--- src/pxa_pkg.sv ---
// Constants shared by the proximity front-end control block.
// Assumes a 32-bit APB slave and a 100 MHz system clock.
package pxa_pkg;

	// ==========================================================
	// Register byte offsets
	localparam logic [7:0] PXA_OFF_SWC = 8'h00; // Switches 16..23
	localparam logic [7:0] PXA_OFF_SWD = 8'h04; // Switches 24..31
	localparam logic [7:0] PXA_OFF_SWE = 8'h08; // Switches 32..39
	localparam logic [7:0] PXA_OFF_CTRL = 8'h0c; // Front-end control
	localparam logic [7:0] PXA_OFF_STAT = 8'h10; // Sticky status, read clears
	localparam logic [7:0] PXA_OFF_MASK = 8'h14; // Interrupt mask
	localparam logic [7:0] PXA_OFF_LIVE = 8'h18; // Live comparator levels

	// ==========================================================
	// Reset values
	localparam logic [7:0] PXA_RST_BYTE = 8'h00; // All registers clear
	localparam logic [1:0] PXA_RST_EV = 2'h0; // Status and mask clear

	// ==========================================================
	// Control register field positions
	localparam int PXA_CTL_AMP1 = 7; // Second amplifier enable
	localparam int PXA_CTL_AMP0 = 6; // First amplifier enable
	localparam int PXA_CTL_CMP = 5; // Comparator and DAC enable
	localparam int PXA_CTL_EDGE_HI = 4; // Edge select high bit
	localparam int PXA_CTL_EDGE_LO = 3; // Edge select low bit
	localparam int PXA_CTL_DEB_HI = 2; // Debounce select high bit
	localparam int PXA_CTL_DEB_LO = 0; // Debounce select low bit

	// Status bit positions
	localparam int PXA_ST_RISE = 0; // Filtered rising edge seen
	localparam int PXA_ST_FALL = 1; // Filtered falling edge seen

	// ==========================================================
	// Edge select codes
	typedef enum logic [1:0] {
		PXA_EDGE_NONE = 2'h0,
		PXA_EDGE_RISE = 2'h1,
		PXA_EDGE_FALL = 2'h2,
		PXA_EDGE_BOTH = 2'h3
	} pxa_edge_t;

	// Debounce code meaning bypass
	localparam logic [2:0] PXA_DEB_BYPASS = 3'h0;
	// Stable-count width; longest code needs 128 periods
	localparam int PXA_DEB_W = 8;
	localparam logic [7:0] PXA_DEB_ONE = 8'h01;

	// APB data width
	localparam int PXA_DW = 32;

endpackage

--- src/pxa_ctrl.sv ---
// Control registers of the proximity sensing front end: switch banks,
// amplifier, comparator and DAC enables, debounce filter and edge irq.
// Assumes an APB master on sys_clk_in and a raw comparator level that is
// already synchronous to that clock.
`timescale 1ns/1ps

// What this block does
// - Switch bank C bits drive switches 16-23
// - Switch bank D bits drive switches 24-31
// - Switch bank E bits drive switches 32-39
// - Bit 7 low disables amp1, output Hi-Z
// - Bit 6 low disables amp0, output Hi-Z
// - Bit 5 enables comparator/DAC; off forces low
// - Bits 4:3 pick none/rise/fall/both edges
// - Edges detected on debounced comparator only
// - Selected filtered edge raises proximity interrupt
module pxa_ctrl (
	input wire logic sys_clk_in, // System clock, 100 MHz
	input wire logic nrst_in, // Synchronous reset, active low
	input wire logic psel_in, // APB select
	input wire logic penable_in, // APB access phase
	input wire logic pwrite_in, // APB direction, high writes
	input wire logic [7:0] paddr_in, // APB byte address
	input wire logic [pxa_pkg::PXA_DW-1:0] pwdata_in, // APB write data
	input wire logic [3:0] pstrb_in, // APB byte strobes
	input wire logic comparator_raw_out_in, // Raw comparator level
	output logic [pxa_pkg::PXA_DW-1:0] prdata_out, // APB read data
	output logic pready_out, // APB ready
	output logic pslverr_out, // APB error on unmapped address
	output logic [23:0] analog_switch_bits_out, // Switches 16..39
	output logic amp1_enable_out, // Second amplifier on
	output logic amp1_output_pin_oe_out, // Amp1 pin driven
	output logic amp0_enable_out, // First amplifier on
	output logic amp0_output_pin_oe_out, // Amp0 pin driven
	output logic comparator_dac_enable_out, // Comparator and DAC on
	output logic reference_dac_output_oe_out, // DAC pin driven
	output logic comparator_filtered_out, // Debounced comparator
	output logic proximity_interrupt_out // Level interrupt
);
	import pxa_pkg::*;

	// ==========================================================
	// Declarations
	logic [7:0] sw_c_q; // Switch bank C
	logic [7:0] sw_d_q; // Switch bank D
	logic [7:0] sw_e_q; // Switch bank E
	logic [7:0] ctrl_q; // Front-end control
	logic [1:0] stat_q; // Sticky edge status
	logic [1:0] mask_q; // Interrupt mask
	logic [PXA_DEB_W-1:0] deb_cnt_q; // Stable-level counter
	logic [PXA_DEB_W-1:0] deb_len; // Periods required for code
	logic cmp_gated; // Comparator after enable gating
	logic filt_q; // Filtered level
	logic filt_d; // Next filtered level
	logic filt_prev_q; // Filtered level one cycle back
	logic rise_ev; // Filtered rising edge
	logic fall_ev; // Filtered falling edge
	logic access; // APB access phase
	logic wr_en; // Write strobe
	logic rd_en; // Read strobe
	logic addr_ok; // Address maps to a register
	logic [7:0] rd_byte; // Selected read byte
	logic [1:0] stat_set; // Events this cycle
	pxa_edge_t edge_sel; // Selected edge mode
	logic [2:0] deb_sel; // Selected debounce code

	assign access = psel_in && penable_in;
	assign wr_en = access && pwrite_in && addr_ok && pstrb_in[0];
	assign rd_en = access && !pwrite_in && addr_ok;
	assign edge_sel = pxa_edge_t'(ctrl_q[PXA_CTL_EDGE_HI:PXA_CTL_EDGE_LO]);
	assign deb_sel = ctrl_q[PXA_CTL_DEB_HI:PXA_CTL_DEB_LO];

	// ==========================================================
	// Address decode and read mux
	always_comb begin
		addr_ok = 1'b1;
		rd_byte = 8'h00;
		unique case (paddr_in)
			PXA_OFF_SWC: rd_byte = sw_c_q;
			PXA_OFF_SWD: rd_byte = sw_d_q;
			PXA_OFF_SWE: rd_byte = sw_e_q;
			PXA_OFF_CTRL: rd_byte = ctrl_q;
			PXA_OFF_STAT: rd_byte = {6'h00, stat_q};
			PXA_OFF_MASK: rd_byte = {6'h00, mask_q};
			PXA_OFF_LIVE: rd_byte = {6'h00, filt_q, cmp_gated};
			default: begin
				// Unmapped: error and zero data
				addr_ok = 1'b0;
			end
		endcase
	end

	// APB answer: zero wait states, data and error registered
	always_ff @(posedge sys_clk_in) begin
		if (!nrst_in) begin
			prdata_out <= '0;
			pready_out <= 1'b0;
			pslverr_out <= 1'b0;
		end else begin
			pready_out <= psel_in && !penable_in;
			pslverr_out <= psel_in && !penable_in && !addr_ok;
			if (psel_in && !penable_in && !pwrite_in) begin
				prdata_out <= {24'h000000, rd_byte};
			end
		end
	end

	// ==========================================================
	// Switch banks, each bit closes one analog switch
	always_ff @(posedge sys_clk_in) begin
		if (!nrst_in) begin
			sw_c_q <= PXA_RST_BYTE;
			sw_d_q <= PXA_RST_BYTE;
			sw_e_q <= PXA_RST_BYTE;
		end else if (wr_en && pready_out) begin
			if (paddr_in == PXA_OFF_SWC) begin
				sw_c_q <= pwdata_in[7:0];
			end
			if (paddr_in == PXA_OFF_SWD) begin
				sw_d_q <= pwdata_in[7:0];
			end
			if (paddr_in == PXA_OFF_SWE) begin
				sw_e_q <= pwdata_in[7:0];
			end
		end
	end

	// Control and mask registers
	always_ff @(posedge sys_clk_in) begin
		if (!nrst_in) begin
			ctrl_q <= PXA_RST_BYTE;
			mask_q <= PXA_RST_EV;
		end else if (wr_en && pready_out) begin
			if (paddr_in == PXA_OFF_CTRL) begin
				ctrl_q <= pwdata_in[7:0];
			end
			if (paddr_in == PXA_OFF_MASK) begin
				mask_q <= pwdata_in[1:0];
			end
		end
	end

	// ==========================================================
	// Analog control outputs, registered from control bits
	always_ff @(posedge sys_clk_in) begin
		if (!nrst_in) begin
			analog_switch_bits_out <= '0;
			amp1_enable_out <= 1'b0;
			amp1_output_pin_oe_out <= 1'b0;
			amp0_enable_out <= 1'b0;
			amp0_output_pin_oe_out <= 1'b0;
			comparator_dac_enable_out <= 1'b0;
			reference_dac_output_oe_out <= 1'b0;
		end else begin
			analog_switch_bits_out <= {sw_e_q, sw_d_q, sw_c_q};
			amp1_enable_out <= ctrl_q[PXA_CTL_AMP1];
			amp1_output_pin_oe_out <= ctrl_q[PXA_CTL_AMP1];
			amp0_enable_out <= ctrl_q[PXA_CTL_AMP0];
			amp0_output_pin_oe_out <= ctrl_q[PXA_CTL_AMP0];
			comparator_dac_enable_out <= ctrl_q[PXA_CTL_CMP];
			reference_dac_output_oe_out <= ctrl_q[PXA_CTL_CMP];
		end
	end

	// Disabled comparator reads as low
	assign cmp_gated = comparator_raw_out_in && ctrl_q[PXA_CTL_CMP];

	// ==========================================================
	// Debounce filter
	// Required stable periods: code n needs 2^n periods
	always_comb begin
		deb_len = PXA_DEB_ONE << deb_sel;
	end

	// Level accepted once it has differed for deb_len cycles
	always_comb begin
		filt_d = filt_q;
		if (deb_sel == PXA_DEB_BYPASS) begin
			filt_d = cmp_gated;
		end else if (cmp_gated != filt_q && deb_cnt_q + PXA_DEB_ONE >= deb_len) begin
			filt_d = cmp_gated;
		end
	end

	// Counter restarts whenever input agrees with filtered level
	always_ff @(posedge sys_clk_in) begin
		if (!nrst_in) begin
			deb_cnt_q <= '0;
			filt_q <= 1'b0;
		end else begin
			filt_q <= filt_d;
			if (cmp_gated == filt_q || filt_d != filt_q) begin
				deb_cnt_q <= '0;
			end else if (deb_cnt_q != '1) begin
				deb_cnt_q <= deb_cnt_q + PXA_DEB_ONE;
			end
		end
	end

	// ==========================================================
	// Edge detection on filtered level
	always_ff @(posedge sys_clk_in) begin
		if (!nrst_in) begin
			filt_prev_q <= 1'b0;
			comparator_filtered_out <= 1'b0;
		end else begin
			filt_prev_q <= filt_q;
			comparator_filtered_out <= filt_q;
		end
	end

	assign rise_ev = filt_q && !filt_prev_q;
	assign fall_ev = !filt_q && filt_prev_q;

	// Select edges per mode
	always_comb begin
		stat_set = 2'h0;
		unique case (edge_sel)
			PXA_EDGE_NONE: stat_set = 2'h0;
			PXA_EDGE_RISE: stat_set[PXA_ST_RISE] = rise_ev;
			PXA_EDGE_FALL: stat_set[PXA_ST_FALL] = fall_ev;
			PXA_EDGE_BOTH: begin
				stat_set[PXA_ST_RISE] = rise_ev;
				stat_set[PXA_ST_FALL] = fall_ev;
			end
		endcase
	end

	// Sticky status; a read clears, a new event wins over clear
	always_ff @(posedge sys_clk_in) begin
		if (!nrst_in) begin
			stat_q <= PXA_RST_EV;
		end else if (rd_en && pready_out && paddr_in == PXA_OFF_STAT) begin
			stat_q <= stat_set;
		end else begin
			stat_q <= stat_q | stat_set;
		end
	end

	// Level interrupt from unmasked status
	always_ff @(posedge sys_clk_in) begin
		if (!nrst_in) begin
			proximity_interrupt_out <= 1'b0;
		end else begin
			proximity_interrupt_out <= |((stat_q | stat_set) & mask_q);
		end
	end

endmodule

--- config.mk ---
export PLATFORM = sky130hd
export DESIGN_NAME = pxa_ctrl
export DESIGN_NICKNAME = d
export VERILOG_FILES = /design/src/pxa_pkg.sv /design/src/pxa_ctrl.sv
export SDC_FILE = /design/constraint.sdc
export NUM_CORES = 1
export LEC_CHECK = 0
export BUFFER_PORTS_ARGS = -buffer_cell sky130_fd_sc_hd__buf_2
export CAP_MARGIN = 10
export CORE_AREA = 3 3 136 99
export CTS_CLUSTER_SIZE = 28
export DETAILED_ROUTE_END_ITERATION = 10
export DIE_AREA = 0 0 139 102
export PLACE_DENSITY = 0.61
export RECOVER_POWER = 100
export SYNTH_ARGS = -nofsm -noshare
export SYNTH_HDL_FRONTEND = slang
export SYNTH_SLANG_ARGS = --single-unit
export TNS_END_PERCENT = 5
--- constraint.sdc ---
create_clock -name sys_clk_in -period 3.3 [get_ports sys_clk_in]
set_clock_uncertainty 0.2 [all_clocks]
set_input_delay 0.165 -clock sys_clk_in [delete_from_list [all_inputs] [get_ports sys_clk_in]]
set_output_delay 0.165 -clock sys_clk_in [all_outputs]
set_load 0.02 [all_outputs]
==> results.cfg, run 1 <==
[outcome]
outcome = finished, final reports clean

[synth]
yosys.area.top_type = dfxtp_1
synth_cell_types = 52
synth_enable_flop_cells = 0
yosysSeqAreaShare_pct = 46.1
ys_warn_count = 0
netlist.area_leader.share_pct = 46.1
synth_common_cells = dfxtp_1, nand2_1, inv_1
syn_area_um2 = 3650
ys.flop_type = dfxtp_1
avgSynthCellArea_um2 = 9.25
syn-instance-count = 394
synthTopCellsByArea = dfxtp_1, mux2i_1, buf_4
ys_ff_latch = 84
yosys.cell_count.top_type = dfxtp_1
ys_async_sr_fraction_pct = 0

[critical_path]
cp-endpoint = deb_cnt_q[7]
startpoint_type = register
required_ps = 3360
worstReg2RegEnd = deb_cnt_q[7]
critPathMaxFanout = 8
rr_worst_depth = 9
r2r_start = deb_cnt_q[0]
end_kind = register
crit_type = reg -> reg
rrSetupSlack_ps = 330
critPathLaunch = deb_cnt_q[0]
crit_arrival_ps = 3030

[detailed_routing]
wl_um = 8840
drc = 0
vias = 2802
drt_iter0_markers = 178
viasPerCell = 4.48
ant_nets = 0
dr.pass1.iters = 5
wl_per_cell_um = 14.1

[pwr]
power_switching_share_pct = 21.8
combinationalPowerShare_pct = 4.4
pwr-share-seq_pct = 46.0
power.share.clock_pct = 49.6
p_int_mw = 1.73
switchingPower_mw = 0.482
ir_drop_uv = 218
cellLeakagePower_nw = 1.89
powerDensity_nw_per_um2 = 511

[sta]
tightestPinTransition_ps = 1020
hold_slack_ps = 11.9
post-route-period-util_pct = 89.9
setup_viol = 0
hold_viol = 0
tns_ps = 0
maxSlewHeadroom_pct = 32.2
period_needed_ps = 2970
finalMaxSlewViolations = 0
rsz0062_at_grt = no
fmax_ghz = 0.337
setup_ws_ps = 332

[min_path]
hp-class = in -> reg

[floorplan]
die_area_um2 = 14200
placementRows = 34
start_util_pct = 29.8
die_x_um = 139
dieHeight_um = 102
ios = 116
coreArea_um2 = 12300

[cts]
clkLatencyLatePin_ps = 340
clkSinkCount = 84
cts_resized = 0
clockBufferDepth = 2
cts_root_buffer = clkbuf_16
htree_levels = 3
path_clk_slew_ps = 70
cts_buffers = 9
cts_tree = yes

[final_layout]
diodes = 0
drive_gt1_share_pct = 10.6
syn2layout_area_growth_pct = 18.6
final_area_um2 = 4330
nets = 518

[global_routing]
grt_max_degree = 56
gr-total-overflow = 0
grt_pass1_wl_um = 14200
grt_pass1_vias = 2723
track_usage_pct = 12.9
antenna_found_initial = 0

[placement]
gp_congestion = 0.870
post_dp_cell_area_um2 = 3970
place_hpwl_um = 6620
post-place-ws_ps = 359
io_buffers = 64

[job]
cap_violations = 0
## placed cells by master (no fill, tap or decap), types with 6 or more instances in the layout
| master | count |
|---|---|
| nor2_1 | 11 |
| conb_1 | 24 |
| dfxtp_1 | 84 |
| buf_2 | 19 |
| clkbuf_1 | 45 |
| a22o_1 | 6 |
| mux2i_1 | 23 |
| nor3_1 | 6 |
| a21oi_1 | 6 |
| o21ai_0 | 26 |
| nand3_1 | 21 |
| ha_1 | 9 |
| nor2b_1 | 7 |
| clkbuf_16 | 9 |
| dlygate4sd3_1 | 12 |
| nand2_1 | 54 |
| inv_1 | 29 |
| and3_1 | 6 |
## worst min-delay path by stage
stage,startpoint,end,slack [ps],depth (start not counted)
finish,pwrite_in,prdata_out[1],10,4
global route,pwrite_in,prdata_out[1],40,4
CTS,pwrite_in,prdata_out[1],30,4
detailed placement,pwdata_in[6],sw_e_q[6],210,3
global placement,pwdata_in[3],sw_e_q[3],190,3
floorplan,pwdata_in[0],sw_e_q[0],100,2
## cells by family (layout without fill, tap and decap cells)
| family | after synthesis | after routing | share of synthesized area (%) |
|---|---|---|---|
| XOR/XNOR | 8 | 8 | 1.92 |
| AO/OA/AOI/OAI | 53 | 53 | 8.99 |
| AND/OR/NAND/NOR | 134 | 134 | 19.7 |
| multiplexers | 30 | 30 | 9.09 |
| flip-flops | 84 | 84 | 46.1 |
| adder cells (fa/ha/maj) | 9 | 9 | 3.09 |
| other | 1 | 24 | 0.103 |
| buffers and inverters | 75 | 122 | 11.0 |
## area by class of cell
| cell class | count | area (µm²) |
|---|---|---|
| inverters | 29 | 109 |
| repair buffers | 77 | 389 |
| clock inverters | 6 | 86.3 |
| multi-input cells | 258 | 1620 |
| flip-flops and latches | 84 | 1680 |
| clock buffers | 10 | 239 |
| fillers | 1260 | 7930 |
| well taps | 162 | 203 |
## per-layer routing
metal	up-vias	track usage, %	share of wire, %
met2	93	18.2	40
met1	1289	17.6	50
met3	14	4.77	7.6
li1	1406	-	-
met5	-	0	0
met4	0	5.79	2.3
## flip-flops by register name, indices dropped and copies added (netlist names), 2 cells and up
name                    count
deb_cnt_q                   8
analog_switch_bits_out     24
sw_c_q                      8
sw_d_q                      8
stat_q                      2
sw_e_q                      8
ctrl_q                      8
mask_q                      2
prdata_out                  8
## per-stage QoR
step | util (%) | instances | power (mW)
global placement | 32.4 | 598 | 1.12
CTS | 36.0 | 626 | 2.23
global route | 35.3 | 626 | 2.29
finish | 35.3 | 626 | 2.21
detailed placement | 32.4 | 598 | 1.13
floorplan | - | 417 | 1.12
## power groups by stage
| stage | Combinational [mW] | Sequential, mW | Clock (mW) |
|---|---|---|---|
| after floorplan | 0.0818 | 1.04 | 0 |
| after global placement | 0.0869 | 1.04 | 0 |
| after detailed placement | 0.0891 | 1.04 | 0 |
| after CTS | 0.100 | 1.01 | 1.12 |
| after global routing | 0.107 | 1.01 | 1.17 |
| final | 0.0982 | 1.02 | 1.10 |
## critical path: stages, from the launching register on
cell      delay, ps
dfxtp_1         420
ha_1            270
and3_1          260
xor2_1          190
ha_1            280
a21o_1          190
a211oi_1        350
and3_1          210
nand3_1         250
nor3_1          260
## what timing repair did
| action | CTS | global route |
|---|---|---|
| setup buffers | 0 | 0 |
| hold buffers | 12 | 0 |
| hold endpoints to repair | 37 | 0 |
Note: power is estimated with default switching activity, not from simulation.
==> run 2, diff against run 1 <==
- PLACE_DENSITY: 0.61 -> default
- PLACE_DENSITY_LB_ADDON: default -> 0.2
==> run 2 against run 1 <==
  * Count of clock-buffer cells in the layout unchanged
  * Critical endpoint is now deb_cnt_q[6]
  * Combinational power decreased by 0.8%
  * Final cell count decreased by 0.32%
  * Largest power group is now registers
  * Maximum frequency increased by 1.3%
  * Sequential power about the same
  * Core utilization decreased by 0.53 points
  * Worst setup slack improved by 38 ps
==> results.cfg, run 2 (same netlist as run 1, synthesis figures left out) <==
[min_path]
hold_path_end = prdata_out[1]
whs_path_depth = 4
hp-class = in -> reg
holdCritStartpoint = penable_in

[critical_path]
rrSetupSlack_ps = 370
cp_slowest_stage_delay_ps = 420
cp_top_family = simple AND/OR/NAND/NOR gates
worstReg2RegEnd = deb_cnt_q[6]
rr_worst_depth = 9
critPathMaxFanout = 8
crit_arrival_ps = 2990
r2r_start = deb_cnt_q[0]
crit_type = reg -> reg
critPathSlowestCell = dfxtp_1
startpoint_type = register
path_buf_inv = 0
required_ps = 3360
end_kind = register
cp_cell_sequence = ha_1 -> and3_1 -> xor2_1 -> ha_1 -> a21o_1 -> a211oi_1 -> and3_1 -> nand3_1 -> nor3_1

[outcome]
outcome = finished, final reports clean

[placement]
post_dp_cell_area_um2 = 3970
dp.cells = 598
place_hpwl_um = 6430
io_buffers = 64
gp_congestion = 0.824

[pwr]
ir_drop_uv = 234
powerDensity_nw_per_um2 = 493
cellLeakagePower_nw = 1.85

[cts]
htree_levels = 3
clockBufferDepth = 2
cts_buffers = 9
clkSinkCount = 84
cts_resized = 0
cts_tree = yes
path_clk_slew_ps = 60
clkLatencyLatePin_ps = 330
cts_root_buffer = clkbuf_16

[sta]
tns_ps = 0
tightestPinTransition_ps = 1310
post-route-period-util_pct = 88.8
fmax_ghz = 0.341
rsz0062_at_grt = no
maxSlewHeadroom_pct = 12.6
setup_viol = 0
hold_viol = 0
finalMaxSlewViolations = 0
period_needed_ps = 2930

[final_layout]
final_common_cell = dfxtp_1
final_cells = 624
syn2layout_area_growth_pct = 16.8
diodes = 0
largest_register = analog_switch_bits_out
nets = 516
layout_common_cells = dfxtp_1, nand2_1, clkbuf_1, inv_1, o21ai_0
largest_reg_flops = 24
final_area_um2 = 4260
drive_gt1_share_pct = 10.2

[detailed_routing]
wl_met3_um = 531
wl_um = 8770
top_layer = met4
met1_length_um = 4630
met2WireLength_um = 3510
wl_per_cell_um = 14.1
drt_iter0_markers = 177
viasPerCell = 4.50
drc = 0
ant_nets = 0
dr.pass1.iters = 4
vias = 2805

[global_routing]
grt_max_degree = 34
antenna_found_initial = 0
grt_pass1_vias = 2619
grt_pass1_wl_um = 14000
gr-total-overflow = 0
track_usage_pct = 12.6

[job]
cap_violations = 0

[floorplan]
placementRows = 34
coreArea_um2 = 12300
die_x_um = 139
ios = 116
start_util_pct = 29.8
die_area_um2 = 14200
dieHeight_um = 102
run 2: through the flow:
step / hold slack [ps] / setup WS, ps / power (mW) / util, %
2_1_floorplan: 95.4 / 748 / 1.12 / -
3_3_place_gp: 198 / 418 / 1.13 / 32.4
3_5_place_dp: 206 / 418 / 1.13 / 32.4
4_1_cts: 11.9 / 380 / 2.13 / 35.6
5_1_grt: 66.7 / 123 / 2.18 / 34.8
6_report: 11.6 / 370 / 2.10 / 34.8
run 2: metal layers:
metal	vias to the layer above	track usage, %
met1	1311	18.7
met2	86	17.3
met4	0	4.06
met5	-	0
li1	1400	-
met3	8	3.60
run 2: worst reg2reg max path, stage by stage, from the launching register on:
cell and delay [ps]:
dfxtp_1 420, ha_1 270, and3_1 260, xor2_1 170, ha_1 280, a21o_1 190
a211oi_1 360, and3_1 200, nand3_1 250, nor3_1 250
run 2: worst max-delay path by stage:
stage	start	to	depth (start not counted)
2_1_floorplan	deb_cnt_q[0]	deb_cnt_q[6]	9
3_3_place_gp	deb_cnt_q[0]	deb_cnt_q[6]	9
3_5_place_dp	deb_cnt_q[0]	deb_cnt_q[6]	9
4_1_cts	deb_cnt_q[0]	deb_cnt_q[6]	9
5_1_grt	deb_cnt_q[0]	deb_cnt_q[6]	9
6_report	deb_cnt_q[0]	deb_cnt_q[6]	9
run 2: repair_timing:
| item | CTS | global route |
|---|---|---|
| hold endpoints to repair | 34 | 0 |
| setup buffers | 0 | 0 |
| hold buffers | 10 | 0 |
run 2: area by class of cell:
type                            instances  area, µm²
Tap cell                              162        203
Clock inverter                          6       65.1
Clock buffer                           10        229
Multi-Input combinational cell        258       1600
Inverter                               29        109
Sequential cell                        84       1680
Fill cell                            1331       7990
Timing Repair Buffer                   75        369
run 2: report_power, final:
| group | switching, mW | total [mW] | internal (mW) |
|---|---|---|---|
| logic | 0.0708 | 0.0974 | 0.0266 |
| registers | 0.000352 | 1.02 | 1.01 |
| clock network | 0.403 | 0.989 | 0.586 |
| total | 0.475 | 2.10 | 1.63 |
==> run 3, diff against run 2 <==
- ABC_AREA: default -> 1
- CORE_AREA: 3 3 136 99 -> 3 3 106 149
- DIE_AREA: 0 0 139 102 -> 0 0 109 152
==> run 3 against run 2 <==
  * Routed wire length is 23% higher
  * Total power rose by 4.3%
  * Cell area up 17%
  * Count of clock-buffer cells in the layout rose by 1
  * Sequential power is essentially flat
  * First-iteration DRC count is 21% higher
  * Critical path depth rose by 6
  * Worst setup slack improved by 370 ps
  * Global-route usage increased by 1.4 points
  * Hold slack improved by 5.2 ps
  * Core utilization shrank 0.55 points
  * Combinational power rose by 4%
  * Critical endpoint is now filt_q
  * Largest power group is now the clock network
==> results.cfg, run 3 <==
[cts]
path_clk_slew_ps = 60
clockBufferDepth = 2
cts_root_buffer = clkbuf_16
cts_resized = 0
clkLatencyLatePin_ps = 340
cts_buffers = 9
clkSinkCount = 84
htree_levels = 3
cts_tree = yes

[pwr]
power.share.clock_pct = 49.1
switchingPower_mw = 0.474
ir_drop_uv = 269
pwr-share-seq_pct = 46.3
powerDensity_nw_per_um2 = 441
combinationalPowerShare_pct = 4.6
cellLeakagePower_nw = 2.48
p_total_mw = 2.19
power_switching_share_pct = 21.6
p_int_mw = 1.72

[final_layout]
nets = 765
final_cells = 900
final_area_um2 = 4970
final_common_cell = nand2_1
diodes = 0
largest_register = analog_switch_bits_out
layout_common_cells = nand2_1, inv_1, dfxtp_1, nor2_1, clkbuf_1
syn2layout_area_growth_pct = 14.8
drive_gt1_share_pct = 7.45
largest_reg_flops = 24
final_util_pct = 34.2

[synth]
avgSynthCellArea_um2 = 6.69
synthTopCellsByArea = dfxtp_1, nand2_1, inv_1
yosys.cell_count.top_type = nand2_1
ys_warn_count = 0
netlist.area_leader.share_pct = 38.9
ys.flop_type = dfxtp_1
ys_async_sr_fraction_pct = 0
synth_cell_types = 30
yosys.area.top_type = dfxtp_1
synth_common_cells = nand2_1, inv_1, dfxtp_1
ys_ff_latch = 84
syn_area_um2 = 4330
synth_enable_flop_cells = 0
yosysSeqAreaShare_pct = 38.9
syn-instance-count = 647

[job]
cap_violations = 0

[sta]
setup_viol = 0
finalMaxSlewViolations = 0
rsz0062_at_grt = no
post-route-period-util_pct = 77.5
hold_viol = 0
tns_ps = 0
tightestPinTransition_ps = 1470
maxSlewHeadroom_pct = 2.25
period_needed_ps = 2560
fmax_ghz = 0.391

[floorplan]
ios = 116
die_x_um = 109
dieHeight_um = 152
coreArea_um2 = 14500
start_util_pct = 29.8
placementRows = 52
die_area_um2 = 16600

[critical_path]
crit_type = reg -> reg
cp_slowest_stage_delay_ps = 400
cp_common_cell = nand2_1
required_ps = 3360
rrSetupSlack_ps = 740
end_kind = register
critPathSlowestCell = dfxtp_1
cp_cell_sequence = nand2_1 -> nor2_1 -> nand3_1 -> nor2_1 -> nand2_1 -> xor2_1 -> ha_1 -> nand2_1 -> nor2_1 -> nand4_1 -> nand3_1 -> nand2_1 -> nand2_1 -> nand2_1 -> a21oi_1
critPathMaxFanout = 4
startpoint_type = register
crit_arrival_ps = 2620

[global_routing]
grt_max_degree = 35
grt_pass1_vias = 3913
track_usage_pct = 14.0
grt_pass1_wl_um = 18500
antenna_found_initial = 0
gr-total-overflow = 0

[min_path]
hp-class = in -> reg

[detailed_routing]
drt_iter0_markers = 215
met2WireLength_um = 5900
ant_nets = 0
top_layer = met4
dr.pass1.iters = 4
wl_met3_um = 480
wl_per_cell_um = 12.0
viasPerCell = 4.24
drc = 0
vias = 3819
met1_length_um = 4280
wl_um = 10800

[placement]
dp.cells = 882
post_dp_cell_area_um2 = 4690
gp_congestion = 0.857
place_hpwl_um = 8410
io_buffers = 64

[outcome]
outcome = finished, final reports clean
-- run 3: cell types whose count changed after synthesis, sizes merged, moves of 14 or more --
cell / change
nand2: +121
nor2: +67
o21ai: -14
nand4: +33
mux2i: -23
inv: +113
-- run 3: routing by layer --
metal  up-vias  global-route usage (%)
li1       2008                       -
met4         0                    4.39
met2        85                    25.8
met3         9                    2.93
met5         -                       0
met1      1717                    15.5
-- run 3: critical path, delay by kind of cell (launching register included) --
family	cells	cell delay (ps)
XOR/XNOR	1	160
adder cells (fa/ha/maj)	1	300
flip-flops	1	400
AO/OA/AOI/OAI	1	110
AND/OR/NAND/NOR	12	1310
-- run 3: metrics by stage --
step,setup WS [ps],hold WS (ps)
after floorplan,1120,130
after global placement,814,234
after detailed placement,716,228
after CTS,689,9.61
after global routing,424,48.2
final,741,16.8
-- run 3: layout make-up --
| cell class | count | area (µm²) |
|---|---|---|
| multi-input cells | 396 | 1870 |
| clock buffers | 11 | 243 |
| well taps | 189 | 236 |
| repair buffers | 72 | 327 |
| flip-flops and latches | 84 | 1680 |
| fillers | 1634 | 9540 |
| inverters | 143 | 537 |
| clock inverters | 5 | 75.1 |
-- run 3: cell families after synthesis --
| kind of cell | synth area share [%] |
|---|---|
| compound gates | 3.73 |
| xor+xnor | 1.21 |
| fa+ha+maj | 2.60 |
| buf+inv | 20.0 |
| flops | 38.9 |
| other cells | 0.0867 |
| simple gates | 33.5 |
-- run 3: final timing paths --
kind,from,endpoint,depth (start not counted)
hold reg to reg,ctrl_q[7],amp1_output_pin_oe_out,2
setup / recovery,deb_cnt_q[0],filt_q,15
hold / removal,pwrite_in,stat_q[0],5
setup reg to reg,deb_cnt_q[0],filt_q,15
-- run 3: what timing repair did --
| action | 4_1_cts | 5_1_grt |
|---|---|---|
| buffers inserted | 0 | 0 |
| endpoints found under the setup margin | 0 | 0 |
| hold buffers | 2 | 0 |
| endpoints found under the hold margin | 2 | 0 |
-- run 3: power by group through the flow --
stage,Sequential (mW),Combinational (mW),Clock (mW)
CTS,1.02,0.101,1.11
detailed placement,1.04,0.0992,0
global placement,1.04,0.0980,0
finish,1.02,0.101,1.08
global route,1.01,0.112,1.15
floorplan,1.04,0.0887,0
